===== src/hdl/clock_gen_pkg.sv =====
package clock_gen_pkg;

    // register indices and byte addresses
    localparam logic [7:0] IDX_CTRL = 8'h1C;
    localparam logic [7:0] IDX_BW = 8'h1D;
    localparam logic [7:0] IDX_DIV = 8'h1E;
    localparam logic [7:0] ADR_CTRL = {IDX_CTRL[5:0], 2'b00};
    localparam logic [7:0] ADR_BW = {IDX_BW[5:0], 2'b00};
    localparam logic [7:0] ADR_DIV = {IDX_DIV[5:0], 2'b00};

    // field positions
    localparam int CTRL_IE_BIT = 7;
    localparam int CTRL_FLAG_BIT = 6;
    localparam int CTRL_ON_BIT = 5;
    localparam int CTRL_SEL_BIT = 4;
    localparam logic [3:0] CTRL_UNUSED = 4'hF;
    localparam int BW_AUTO_BIT = 7;
    localparam int BW_LOCK_BIT = 6;
    localparam int BW_TRACK_BIT = 5;
    localparam int MULT_LSB = 4;
    localparam int RANGE_LSB = 0;

    // reset values
    localparam logic CTRL_ON_RESET = 1'b1;
    localparam logic [7:0] DIV_RESET = 8'h11;

    // timing counts
    localparam logic [1:0] SWITCH_EDGES = 2'h3;
    localparam logic [7:0] WINDOW_EDGES = 8'h20;
    localparam logic [7:0] LOCK_TOL = 8'h01;
    localparam logic [7:0] UNLOCK_TOL = 8'h02;
    localparam logic [7:0] TRACK_TOL = 8'h02;
    localparam logic [7:0] UNTRACK_TOL = 8'h04;

    typedef enum logic [1:0] {
        SW_RUN = 2'b01,
        SW_HOLD = 2'b10
    } switch_state_e_t;

    typedef struct packed {
        logic lock;
        logic track;
    } lock_status_t;

    typedef struct packed {
        switch_state_e_t state;
        logic [1:0] xcnt;
        logic [1:0] vcnt;
        logic use_vco;
        logic base;
        logic bus;
    } switch_reg_t;

    typedef struct packed {
        logic [3:0] div_cnt;
        logic [7:0] ref_cnt;
        logic [7:0] fb_cnt;
        lock_status_t status;
    } cmp_reg_t;

    typedef struct packed {
        logic ack;
        logic [7:0] dat;
        logic ie;
        logic flag;
        logic on;
        logic sel;
        logic auto_bw;
        logic acq_man;
        logic [7:0] div;
        logic xprev;
        logic vprev;
        logic lock_prev;
        logic irq;
        logic loop_en;
        logic filt_track;
        logic [3:0] mult_eff;
    } top_reg_t;

endpackage


===== src/hdl/clock_gen.sv =====
// The placing of the registers and register access over Wishbone are this design's own decisions.
`timescale 1ns/100ps
`default_nettype none
module clock_gen
    import clock_gen_pkg::*;
#(
    parameter logic [7:0] LOCK_T = LOCK_TOL,
    parameter logic [7:0] UNLOCK_T = UNLOCK_TOL,
    parameter logic [7:0] TRACK_T = TRACK_TOL,
    parameter logic [7:0] UNTRACK_T = UNTRACK_TOL
)
(
    // clock and reset
    input wire logic clk,
    input wire logic rst_n,
    // wishbone slave
    input wire logic wb_cyc_i,
    input wire logic wb_stb_i,
    input wire logic wb_we_i,
    input wire logic [7:0] wb_adr_i,
    input wire logic [3:0] wb_sel_i,
    input wire logic [31:0] wb_dat_i,
    output logic [31:0] wb_dat_o,
    output logic wb_ack_o,
    // source clocks and stop request, sampled as levels
    input wire logic crystal_clock,
    input wire logic vco_clock,
    input wire logic stop_req,
    // clock outputs and switch busy flag
    output logic base_clock_out,
    output logic bus_clock_out,
    output logic switch_busy,
    // loop controls to the analog part
    output logic loop_enable,
    output logic filter_track,
    output logic [3:0] feedback_mult,
    output logic [3:0] range_mult,
    // lock interrupt
    output logic loop_irq
);
    top_reg_t s_reg;
    top_reg_t s_next;
    lock_status_t status;
    logic x_edge;
    logic v_edge;

    function automatic logic [7:0] read_mux(input top_reg_t s, input lock_status_t st,
                                            input logic [7:0] adr);
        read_mux = 8'h00;
        if (adr == ADR_CTRL)
        begin
            read_mux[CTRL_IE_BIT] = s.ie & s.auto_bw;
            read_mux[CTRL_FLAG_BIT] = s.flag & s.auto_bw;
            read_mux[CTRL_ON_BIT] = s.on;
            read_mux[CTRL_SEL_BIT] = s.sel;
            read_mux[3:0] = CTRL_UNUSED;
        end
        else if (adr == ADR_BW)
        begin
            read_mux[BW_AUTO_BIT] = s.auto_bw;
            read_mux[BW_LOCK_BIT] = st.lock & s.auto_bw;
            read_mux[BW_TRACK_BIT] = s.auto_bw ? st.track : s.acq_man;
        end
        else if (adr == ADR_DIV)
            read_mux = s.div;
    endfunction

    assign x_edge = crystal_clock & !s_reg.xprev;
    assign v_edge = vco_clock & !s_reg.vprev;

    always_comb
    begin
        logic access;
        logic wr;
        logic rd;
        logic [7:0] d;
        logic range_zero;
        logic [3:0] mult;
        s_next = s_reg;
        range_zero = 1'b0;
        mult = 4'h0;
        access = wb_cyc_i & wb_stb_i & !s_reg.ack;
        wr = access & wb_we_i & wb_sel_i[0];
        rd = access & !wb_we_i;
        d = wb_dat_i[7:0];
        s_next.ack = access;
        s_next.xprev = crystal_clock;
        s_next.vprev = vco_clock;
        if (access)
            s_next.dat = wb_we_i ? 8'h00 : read_mux(s_reg, status, wb_adr_i);

        // register writes
        if (wr && wb_adr_i == ADR_CTRL)
        begin
            if (s_reg.auto_bw)
                s_next.ie = d[CTRL_IE_BIT];
            // both checks use the old values: setting both from off moves only on, clearing both moves only sel
            if (!(s_reg.sel && !d[CTRL_ON_BIT]))
                s_next.on = d[CTRL_ON_BIT];
            if (!(d[CTRL_SEL_BIT] && (!s_reg.on || s_reg.div[3:0] == 4'h0)))
                s_next.sel = d[CTRL_SEL_BIT];
        end
        if (wr && wb_adr_i == ADR_BW)
        begin
            s_next.auto_bw = d[BW_AUTO_BIT];
            // manual track value kept while auto runs
            if (!s_reg.auto_bw)
                s_next.acq_man = d[BW_TRACK_BIT];
        end
        if (wr && wb_adr_i == ADR_DIV)
            s_next.div = d;

        range_zero = (s_next.div[3:0] == 4'h0);
        if (range_zero || stop_req)
            s_next.sel = 1'b0;

        // lock change flag: set wins over the read clear
        s_next.lock_prev = status.lock;
        if (rd && wb_adr_i == ADR_CTRL)
            s_next.flag = 1'b0;
        if (s_reg.auto_bw && status.lock != s_reg.lock_prev)
            s_next.flag = 1'b1;
        if (!s_reg.auto_bw)
            s_next.flag = 1'b0;

        mult = s_next.div[7:MULT_LSB];
        s_next.mult_eff = (mult == 4'h0) ? 4'h1 : mult;
        s_next.loop_en = s_next.on && !range_zero;
        s_next.filt_track = s_reg.auto_bw ? status.track : s_reg.acq_man;
        s_next.irq = s_reg.auto_bw & s_reg.ie & s_reg.flag;
    end

    always_ff @(posedge clk or negedge rst_n)
    begin
        if (!rst_n)
        begin
            s_reg <= '0;
            s_reg.on <= CTRL_ON_RESET;
            s_reg.div <= DIV_RESET;
            s_reg.mult_eff <= DIV_RESET[7:MULT_LSB];
            s_reg.loop_en <= CTRL_ON_RESET;
        end
        else
            s_reg <= s_next;
    end

    lock_compare #(
        .LOCK_T(LOCK_T),
        .UNLOCK_T(UNLOCK_T),
        .TRACK_T(TRACK_T),
        .UNTRACK_T(UNTRACK_T)
    ) u_cmp (
        .clk(clk),
        .rst_n(rst_n),
        .enable(s_reg.loop_en),
        .mult(s_reg.mult_eff),
        .ref_edge(x_edge),
        .fb_edge(v_edge),
        .status(status)
    );

    clock_switch u_sw (
        .clk(clk),
        .rst_n(rst_n),
        .x_edge(x_edge),
        .v_edge(v_edge),
        .want_vco(s_reg.sel & s_reg.loop_en),
        .vco_running(s_reg.loop_en),
        .base_out(base_clock_out),
        .bus_out(bus_clock_out),
        .busy(switch_busy)
    );

    assign wb_dat_o = {24'h000000, s_reg.dat};
    assign wb_ack_o = s_reg.ack;
    assign loop_enable = s_reg.loop_en;
    assign filter_track = s_reg.filt_track;
    assign feedback_mult = s_reg.mult_eff;
    assign range_mult = s_reg.div[3:0];
    assign loop_irq = s_reg.irq;
endmodule
`default_nettype wire


===== src/hdl/lock_compare.sv =====
`timescale 1ns/100ps
`default_nettype none
module lock_compare
    import clock_gen_pkg::*;
#(
    parameter logic [7:0] LOCK_T = LOCK_TOL,
    parameter logic [7:0] UNLOCK_T = UNLOCK_TOL,
    parameter logic [7:0] TRACK_T = TRACK_TOL,
    parameter logic [7:0] UNTRACK_T = UNTRACK_TOL
)
(
    // clock and reset
    input wire logic clk,
    input wire logic rst_n,
    // control
    input wire logic enable,
    input wire logic [3:0] mult,
    input wire logic ref_edge,
    input wire logic fb_edge,
    // result
    output lock_status_t status
);
    cmp_reg_t s_reg;
    cmp_reg_t s_next;

    function automatic logic [7:0] deviation(input logic [7:0] cnt);
        deviation = (cnt >= WINDOW_EDGES) ? 8'(cnt - WINDOW_EDGES) : 8'(WINDOW_EDGES - cnt);
    endfunction

    always_comb
    begin
        logic pulse;
        logic [7:0] fb;
        logic [7:0] dev;
        s_next = s_reg;
        pulse = 1'b0;
        fb = 8'h00;
        dev = 8'h00;
        // feedback divider, modulo the multiplier
        if (fb_edge)
        begin
            if (s_reg.div_cnt >= 4'(mult - 4'h1))
            begin
                s_next.div_cnt = 4'h0;
                pulse = 1'b1;
            end
            else
                s_next.div_cnt = 4'(s_reg.div_cnt + 4'h1);
        end
        fb = 8'(s_reg.fb_cnt + {7'h00, pulse});
        s_next.fb_cnt = fb;
        dev = deviation(fb);
        if (ref_edge)
        begin
            s_next.ref_cnt = 8'(s_reg.ref_cnt + 8'h01);
            if (s_reg.ref_cnt == 8'(WINDOW_EDGES - 8'h01))
            begin
                s_next.ref_cnt = 8'h00;
                s_next.fb_cnt = 8'h00;
                if (dev <= LOCK_T)
                    s_next.status.lock = 1'b1;
                else if (dev > UNLOCK_T)
                    s_next.status.lock = 1'b0;
                if (dev <= TRACK_T)
                    s_next.status.track = 1'b1;
                else if (dev > UNTRACK_T)
                    s_next.status.track = 1'b0;
            end
        end
        if (!enable)
            s_next = '0;
    end

    always_ff @(posedge clk or negedge rst_n)
    begin
        if (!rst_n)
            s_reg <= '0;
        else
            s_reg <= s_next;
    end

    assign status = s_reg.status;
endmodule
`default_nettype wire


===== src/hdl/clock_switch.sv =====
`timescale 1ns/100ps
`default_nettype none
module clock_switch
    import clock_gen_pkg::*;
(
    // clock and reset
    input wire logic clk,
    input wire logic rst_n,
    // source edges and choice
    input wire logic x_edge,
    input wire logic v_edge,
    input wire logic want_vco,
    input wire logic vco_running,
    // outputs
    output logic base_out,
    output logic bus_out,
    output logic busy
);
    switch_reg_t s_reg;
    switch_reg_t s_next;

    always_comb
    begin
        logic src_edge;
        s_next = s_reg;
        src_edge = s_reg.use_vco ? v_edge : x_edge;
        unique case (s_reg.state)
            SW_RUN:
            begin
                if (want_vco != s_reg.use_vco)
                begin
                    s_next.state = SW_HOLD;
                    s_next.xcnt = 2'h0;
                    s_next.vcnt = 2'h0;
                end
                else if (src_edge)
                begin
                    // halve the source, then halve again for the bus
                    s_next.base = !s_reg.base;
                    if (!s_reg.base)
                        s_next.bus = !s_reg.bus;
                end
            end
            SW_HOLD:
            begin
                // base output stays put while both sources are counted
                if (x_edge && s_reg.xcnt != SWITCH_EDGES)
                    s_next.xcnt = 2'(s_reg.xcnt + 2'h1);
                if (v_edge && s_reg.vcnt != SWITCH_EDGES)
                    s_next.vcnt = 2'(s_reg.vcnt + 2'h1);
                if (s_reg.xcnt == SWITCH_EDGES && (s_reg.vcnt == SWITCH_EDGES || !vco_running))
                begin
                    s_next.state = SW_RUN;
                    s_next.use_vco = want_vco;
                end
            end
            default:
                s_next.state = SW_RUN;
        endcase
    end

    always_ff @(posedge clk or negedge rst_n)
    begin
        if (!rst_n)
        begin
            s_reg <= '0;
            s_reg.state <= SW_RUN;
        end
        else
            s_reg <= s_next;
    end

    assign base_out = s_reg.base;
    assign bus_out = s_reg.bus;
    assign busy = (s_reg.state == SW_HOLD);
endmodule
`default_nettype wire


===== config.mk =====
export PLATFORM = sky130hd
export DESIGN_NAME = clock_gen
export DESIGN_NICKNAME = d
export VERILOG_FILES = /design/src/hdl/clock_gen_pkg.sv /design/src/hdl/clock_gen.sv /design/src/hdl/lock_compare.sv /design/src/hdl/clock_switch.sv
export SDC_FILE = /design/constraint.sdc
export NUM_CORES = 1
export LEC_CHECK = 0
export BUFFER_PORTS_ARGS = -buffer_cell sky130_fd_sc_hd__buf_2
export CAP_MARGIN = 25
export CORE_MARGIN = 5
export CORE_UTILIZATION = 33
export CTS_CLUSTER_DIAMETER = 200
export DETAILED_ROUTE_END_ITERATION = 10
export GPL_ROUTABILITY_DRIVEN = 0
export HOLD_SLACK_MARGIN = 0.12
export SETUP_SLACK_MARGIN = 0.05
export SLEW_MARGIN = 10
export SYNTH_ARGS = -nofsm -noshare
export SYNTH_HDL_FRONTEND = slang
export SYNTH_SLANG_ARGS = --single-unit

===== constraint.sdc =====
create_clock -name clk -period 5.15 [get_ports clk]
set_input_delay 1.03 -clock clk [delete_from_list [all_inputs] [get_ports clk]]
set_output_delay 1.03 -clock clk [all_outputs]
set_load 0.02 [all_outputs]

==> qor.yml, run 1 <==
setup_viol: 0
worst_pin_slew_ps: 671
swShare: 0.229
clk_latency_ps: 320
post-cts-setup-buffer-count: 0
drt_first_pass_iters: 4
tns_ps: 0
worstSetupEndpointType: "flip-flop"
rows: 40
chipWidth_um: 119
slew_violations: 0
ys.flop_type: "dfrtp_1"
fin_cells: 593
hold_viol_final: 0
power_frac_clock: 0.503
max_cap_violations: 0
critPathArrivalTime_ps: 4480
synth_edf_count: 0
crit_required_ps: 5410
cp_num_buf_inv: 2
fin_worst_skew_ps: 7.03
postSynthAreaPerCell_um2: 9.58
synth_largest_area_cell: "dfrtp_1"
layout_min_cycle_time_ps: 4230
yosys-top-cells-area: "dfrtp_1 37%, buf_4 8.2%, ha_1 5.7%"
power_frac_seq: 0.424
grt_usage: 0.113
critPathLaunchType: "flip-flop"
p_leak_nw: 2.04
path_clk_slew_ps: 50
via_count: 2895
vias_per_cell: 4.88
switching_power_mw: 0.279
die_area_mm2: 0.0142
pwr-share-comb: 0.072
crit_fanout: 7
preCtsSetupSlack_ps: 982
antenna_found_initial: 0
rsz0062_at_grt: "no"
cts_resized: 0
yosysWarnings: 0
grt_pass1_vias: 2715
grt_start_max_net_pins: 56
min_path_type: "reg2reg"
drt_iter0_drc: 128
crit_path_frequent_cell: "ha_1"
relSlewSlack: 0.541
tritoncts: "yes"
grt_first_pass_wirelength_um: 13300
crit_chain: "inv_1, ha_1, ha_1, a21o_1, a21o_1, a21oi_1, nor2_1, ha_1, xnor2_1, ha_1, inv_1, a211oi_1, o211ai_1, a31oi_1, o21ai_0, a2111oi_2, a31o_1"
fillers: 1197
largest_reg_flops: 20
synth_cell_type_count: 62
pwr_density_cell_mw_per_mm2: 278
drc_errors: 0
diodes: 0
yosys_register_bits: 64
internal-power_mw: 0.939
die_h_um: 119
cts_buffer_depth: 2
peakVddDrop_v: 0.000172
worst_slack_ps: 923
max_stage_delay_ps: 530
path_class: "reg2reg"
cp_top_family: "compound AO/OA/AOI/OAI gates"
syn_inst: 412
synth_area_mm2: 0.00395
start_util: 0.333
ctsHoldBuffers: 0
htree_levels: 3
final_antenna_net_count: 0
io_pins: 99
port_buffers: 47
synthArstFlopShare: 1.00
drive_gt1_frac: 0.215
wl_per_cell_um: 13.7
wl_um: 8130
period_share: 0.821
dpl.cell_count: 577
dp_hpwl_um: 6160
yosysSeqAreaShare: 0.408
syn_to_final_growth_pct: 11.2
cts-buffers-inserted: 9
fmax_mhz: 237
cts.sinks: 64
final_nets: 511
p_total_mw: 1.22
globalRouteOverflowTotal: 0
final_core_util: 0.370
crit_path_top_delay_cell: "dfstp_2"
root_buffer: "clkbuf_16"
synth_top_area_share: 0.368
core_area_mm2: 0.0119
status: "finished clean"
-- path summary, 6_finish.rpt --
kind                                             from                     endpoint  slack, ps  cells after the start
min                          u_sw.bus_out$_DFFE_PN0P_     u_sw.bus_out$_DFFE_PN0P_        460                      1
min in group asynchronous                       rst_n    u_sw.s_reg[6]$_DFFE_PN0P_        560                      1
max in group asynchronous                       rst_n       filter_track$_DFF_PN0_       3650                      2
max reg2reg                feedback_mult[0]$_DFF_PN1_  u_cmp.status[1]$_DFFE_PN0P_        920                     17
min reg2reg                  u_sw.bus_out$_DFFE_PN0P_     u_sw.bus_out$_DFFE_PN0P_        460                      1
max                        feedback_mult[0]$_DFF_PN1_  u_cmp.status[1]$_DFFE_PN0P_        920                     17
-- routing by layer --
layer	track usage	wire length (µm)
met5	0	0
met4	0.0387	63
met3	0.0214	290
met2	0.190	4050
met1	0.146	3730
-- power groups by stage --
stage / Sequential (mW) / Clock (mW) / Combinational [mW]
global route: 0.518 / 0.647 / 0.0973
CTS: 0.517 / 0.629 / 0.0888
global placement: 0.525 / 0 / 0.0873
floorplan: 0.534 / 0 / 0.0601
detailed placement: 0.526 / 0 / 0.0885
finish: 0.517 / 0.613 / 0.0879
-- stage by stage --
stage	hold slack, ps	instance area [µm²]
CTS	467	4390
global placement	447	4080
global route	473	4390
floorplan	431	4030
detailed placement	458	4080
finish	462	4390
-- layout by cell type, fill, tap and decap left out, types with 2 or more instances in the layout --
cell,count
a2111oi_2,2
a21boi_0,2
a21o_1,3
a21oi_1,9
a22o_1,5
a31o_1,2
a31oi_1,5
and3_1,5
buf_2,47
clkbuf_16,9
clkbuf_8,2
clkinvlp_4,3
conb_1,24
dfrtp_1,58
dfstp_2,6
ha_1,18
inv_1,18
mux2_2,16
mux2i_1,6
nand2_1,38
nand2b_1,9
nand3_1,10
nand3b_1,2
nand4_1,2
nor2_1,29
nor2b_1,4
nor3_1,10
nor4_1,4
o211ai_1,3
o21ai_0,35
o31ai_1,5
or2_2,2
or3_1,6
xnor2_1,10
xor2_1,8
-- cell type report --
type,count,area (µm²),share of cell area
clock buffer,12,256,0.0584
clock inverter,4,52.6,0.0120
multi-input combinational,300,1980,0.450
tap,147,184,0.0419
timing repair buffer,48,243,0.0553
inverter,18,67.6,0.0154
sequential,64,1610,0.367
-- logic make-up after synthesis --
| group | count (synthesis) | synth area share |
|---|---|---|
| DFF | 64 | 0.408 |
| and+or+nand+nor | 131 | 0.168 |
| AOI/OAI and AO/OA | 87 | 0.152 |
| other | 1 | 0.000950 |
| buffers and inverters | 71 | 0.113 |
| muxes | 22 | 0.0609 |
| xor gates and xnor gates | 18 | 0.0399 |
| adders and majority gates | 18 | 0.0571 |
-- worst reg2reg max path, stage by stage, from the launching register on --
cell and delay, ps:
dfstp_2 530, inv_1 60, ha_1 280, ha_1 280
a21o_1 170, a21o_1 190, a21oi_1 150, nor2_1 80
ha_1 270, xnor2_1 420, ha_1 380, inv_1 200
a211oi_1 230, o211ai_1 110, a31oi_1 180, o21ai_0 180
a2111oi_2 330, a31o_1 140
-- synth_stat cells (all sizes together) (2+ instances only) --
library cell  number
dfrtp             58
buf               47
nand2             38
o21ai             36
nor2              29
ha                18
inv               18
mux2              16
nand3             10
nor3              10
xnor2             10
a21oi              9
nand2b             9
xor2               8
clkbuf             6
dfstp              6
mux2i              6
or3                6
a22o               5
a31oi              5
and3               5
o31ai              5
nor2b              4
nor4               4
o211ai             4
a2111oi            3
a21o               3
a31o               3
nand4              3
a21boi             2
and4               2
nand3b             2
or2                2
Note: power is estimated with default switching activity, not from simulation.
==> run 2: changes to the inputs <==
==> constraint.sdc (replaced) <==
create_clock -name clk -period 3.8 [get_ports clk]
set_input_delay 0.76 -clock clk [delete_from_list [all_inputs] [get_ports clk]]
set_output_delay 0.76 -clock clk [all_outputs]
set_load 0.02 [all_outputs]
==> qor.yml, run 2 (same netlist as run 1, synthesis figures left out) <==
via_count: 3063  # +5.8%
drt_iter0_drc: 173  # +35%
fmax_mhz: 268  # +13%
status: "finished clean"
diodes: 0  # unchanged
p_leak_nw: 2.25  # +9.9%
peakVddDrop_v: 0.000266  # +54%
dp_hpwl_um: 6370  # +3.6%
min_path_type: "in2async"
final_nets: 545  # +6.7%
worst_pin_slew_ps: 616  # -54.9 ps
tns_ps: 0  # unchanged
cp_top_family: "compound AO/OA/AOI/OAI gates"
rr_startpoint: "feedback_mult[0]$_DFF_PN1_"
crit_path_top_delay_cell: "dfstp_2"
globalRouteOverflowTotal: 0  # unchanged
design_area_mm2: 0.00488  # +11%
htree_levels: 3  # unchanged
crit_required_ps: 4060  # -1350 ps
port_buffers: 47  # unchanged
clk_latency_ps: 320  # about the same
mostFrequentLayoutCells: "58 x dfrtp_1, 47 x buf_2, 38 x nand2_1"
critPathLaunchType: "flip-flop"
die_area_mm2: 0.0142  # unchanged
final_antenna_net_count: 0  # unchanged
period_share: 0.983  # +0.162
setup_viol: 0  # unchanged
vias_per_cell: 4.89  # about the same
cts.sinks: 64  # unchanged
post_dp_cell_area_mm2: 0.00427  # +4.6%
grt_first_pass_wirelength_um: 14000  # +5.4%
path_clk_slew_ps: 50  # about the same
die_h_um: 119  # unchanged
layout_min_cycle_time_ps: 3740  # -492 ps
r2r_cells: 17  # unchanged
rrSetupSlack_ps: 60  # -860 ps
cp_num_buf_inv: 4  # +2
holdWs_ps: 451  # -10.0 ps
cts_buffer_depth: 2  # unchanged
rows: 40  # unchanged
path_class: "reg2reg"
ctsHoldBuffers: 0  # unchanged
grt_usage: 0.119  # +0.00632
pwr_density_cell_mw_per_mm2: 358  # +29%
root_buffer: "clkbuf_16"
chipWidth_um: 119  # unchanged
timing.rr.end: "u_cmp.status[1]$_DFFE_PN0P_"
hold_viol_final: 0  # unchanged
cts-buffers-inserted: 9  # unchanged
fillers: 1133  # -5.3%
max_stage_delay_ps: 530  # about the same
crit_fanout: 3  # -4
grt_start_max_net_pins: 30  # -46%
largest_reg_flops: 20  # unchanged
fin_worst_skew_ps: 3.35  # -3.67 ps
crit_chain: "inv_2, ha_4, ha_4, a21o_1, a21o_1, a21oi_2, nor2_4, ha_4, buf_6, and3b_2, a21o_1, buf_6, buf_6, o41ai_4, o21ai_2, a2111oi_2, a31o_1"
antenna_found_initial: 0  # unchanged
worstSetupEndpointType: "flip-flop"
core_area_mm2: 0.0119  # unchanged
relSlewSlack: 0.589  # +0.0482
syn_to_final_growth_pct: 23.7
drive_gt1_frac: 0.319  # +0.104
fin_cells: 627  # +5.7%
grt_pass1_vias: 2959  # +9.0%
slew_violations: 0  # unchanged
final_core_util: 0.412  # +0.0418
max_cap_violations: 0  # unchanged
drc_errors: 0  # unchanged
start_util: 0.333  # unchanged
critPathArrivalTime_ps: 4000  # -480 ps
wl_per_cell_um: 13.8  # +0.34%
wl_um: 8630  # +6.1%
rsz0062_at_grt: "yes"
tritoncts: "yes"
io_pins: 99  # unchanged
drt_first_pass_iters: 4  # unchanged
layout_commonest_cell: "dfrtp_1"
dpl.cell_count: 602  # +4.3%
[run 2: final cells by class]
cell class	instances	area, µm²	area share
timing repair buffer	82	509	0.104
tap	147	184	0.0377
inverter	18	67.6	0.0138
multi-input combinational	300	2180	0.446
clock buffer	14	274	0.0561
clock inverter	2	60.1	0.0123
sequential	64	1610	0.329
[run 2: worst max-delay path by stage]
stage	end	slack [ps]	from	depth (start not counted)
2_1_floorplan	u_cmp.status[1]$_DFFE_PN0P_	60	feedback_mult[0]$_DFF_PN1_	16
3_3_place_gp	u_cmp.status[1]$_DFFE_PN0P_	-130	feedback_mult[0]$_DFF_PN1_	16
3_5_place_dp	u_cmp.status[1]$_DFFE_PN0P_	-90	feedback_mult[0]$_DFF_PN1_	16
4_1_cts	u_cmp.status[1]$_DFFE_PN0P_	90	feedback_mult[0]$_DFF_PN1_	16
5_1_grt	u_cmp.status[1]$_DFFE_PN0P_	-80	feedback_mult[0]$_DFF_PN1_	17
6_report	u_cmp.status[1]$_DFFE_PN0P_	60	feedback_mult[0]$_DFF_PN1_	17
[run 2: where the power goes]
| part | switching, mW | internal (mW) | total [mW] |
|---|---|---|---|
| Clock | 0.271 | 0.628 | 0.898 |
| Combinational | 0.0936 | 0.0571 | 0.151 |
| Sequential | 0.00722 | 0.695 | 0.702 |
[run 2: metrics by stage]
step                total power [mW]  setup WS, ps
floorplan                      0.805          60.5
global placement               0.841          -126
detailed placement             0.843         -86.4
CTS                             1.76          89.1
global route                    1.82         -77.4
finish                          1.75          64.6
[run 2: layer usage]
metal | global-route usage | routed length, µm | vias up | part of all wire
met3 | 0.0261 | 265 | 10 | 0.031
met4 | 0.0387 | 123 | 0 | 0.014
met2 | 0.207 | 4370 | 61 | 0.51
met5 | 0 | 0 | - | 0
li1 | - | - | 1513 | -
met1 | 0.147 | 3870 | 1479 | 0.45
[run 2: what timing repair did]
action | CTS | global route
resized for setup | 12 | 27
endpoints found under the hold margin | 0 | 0
endpoints found under the setup margin | 2 | 2
buffers inserted | 3 | 6
pin swaps | 13 | 16
cloned | 0 | 0
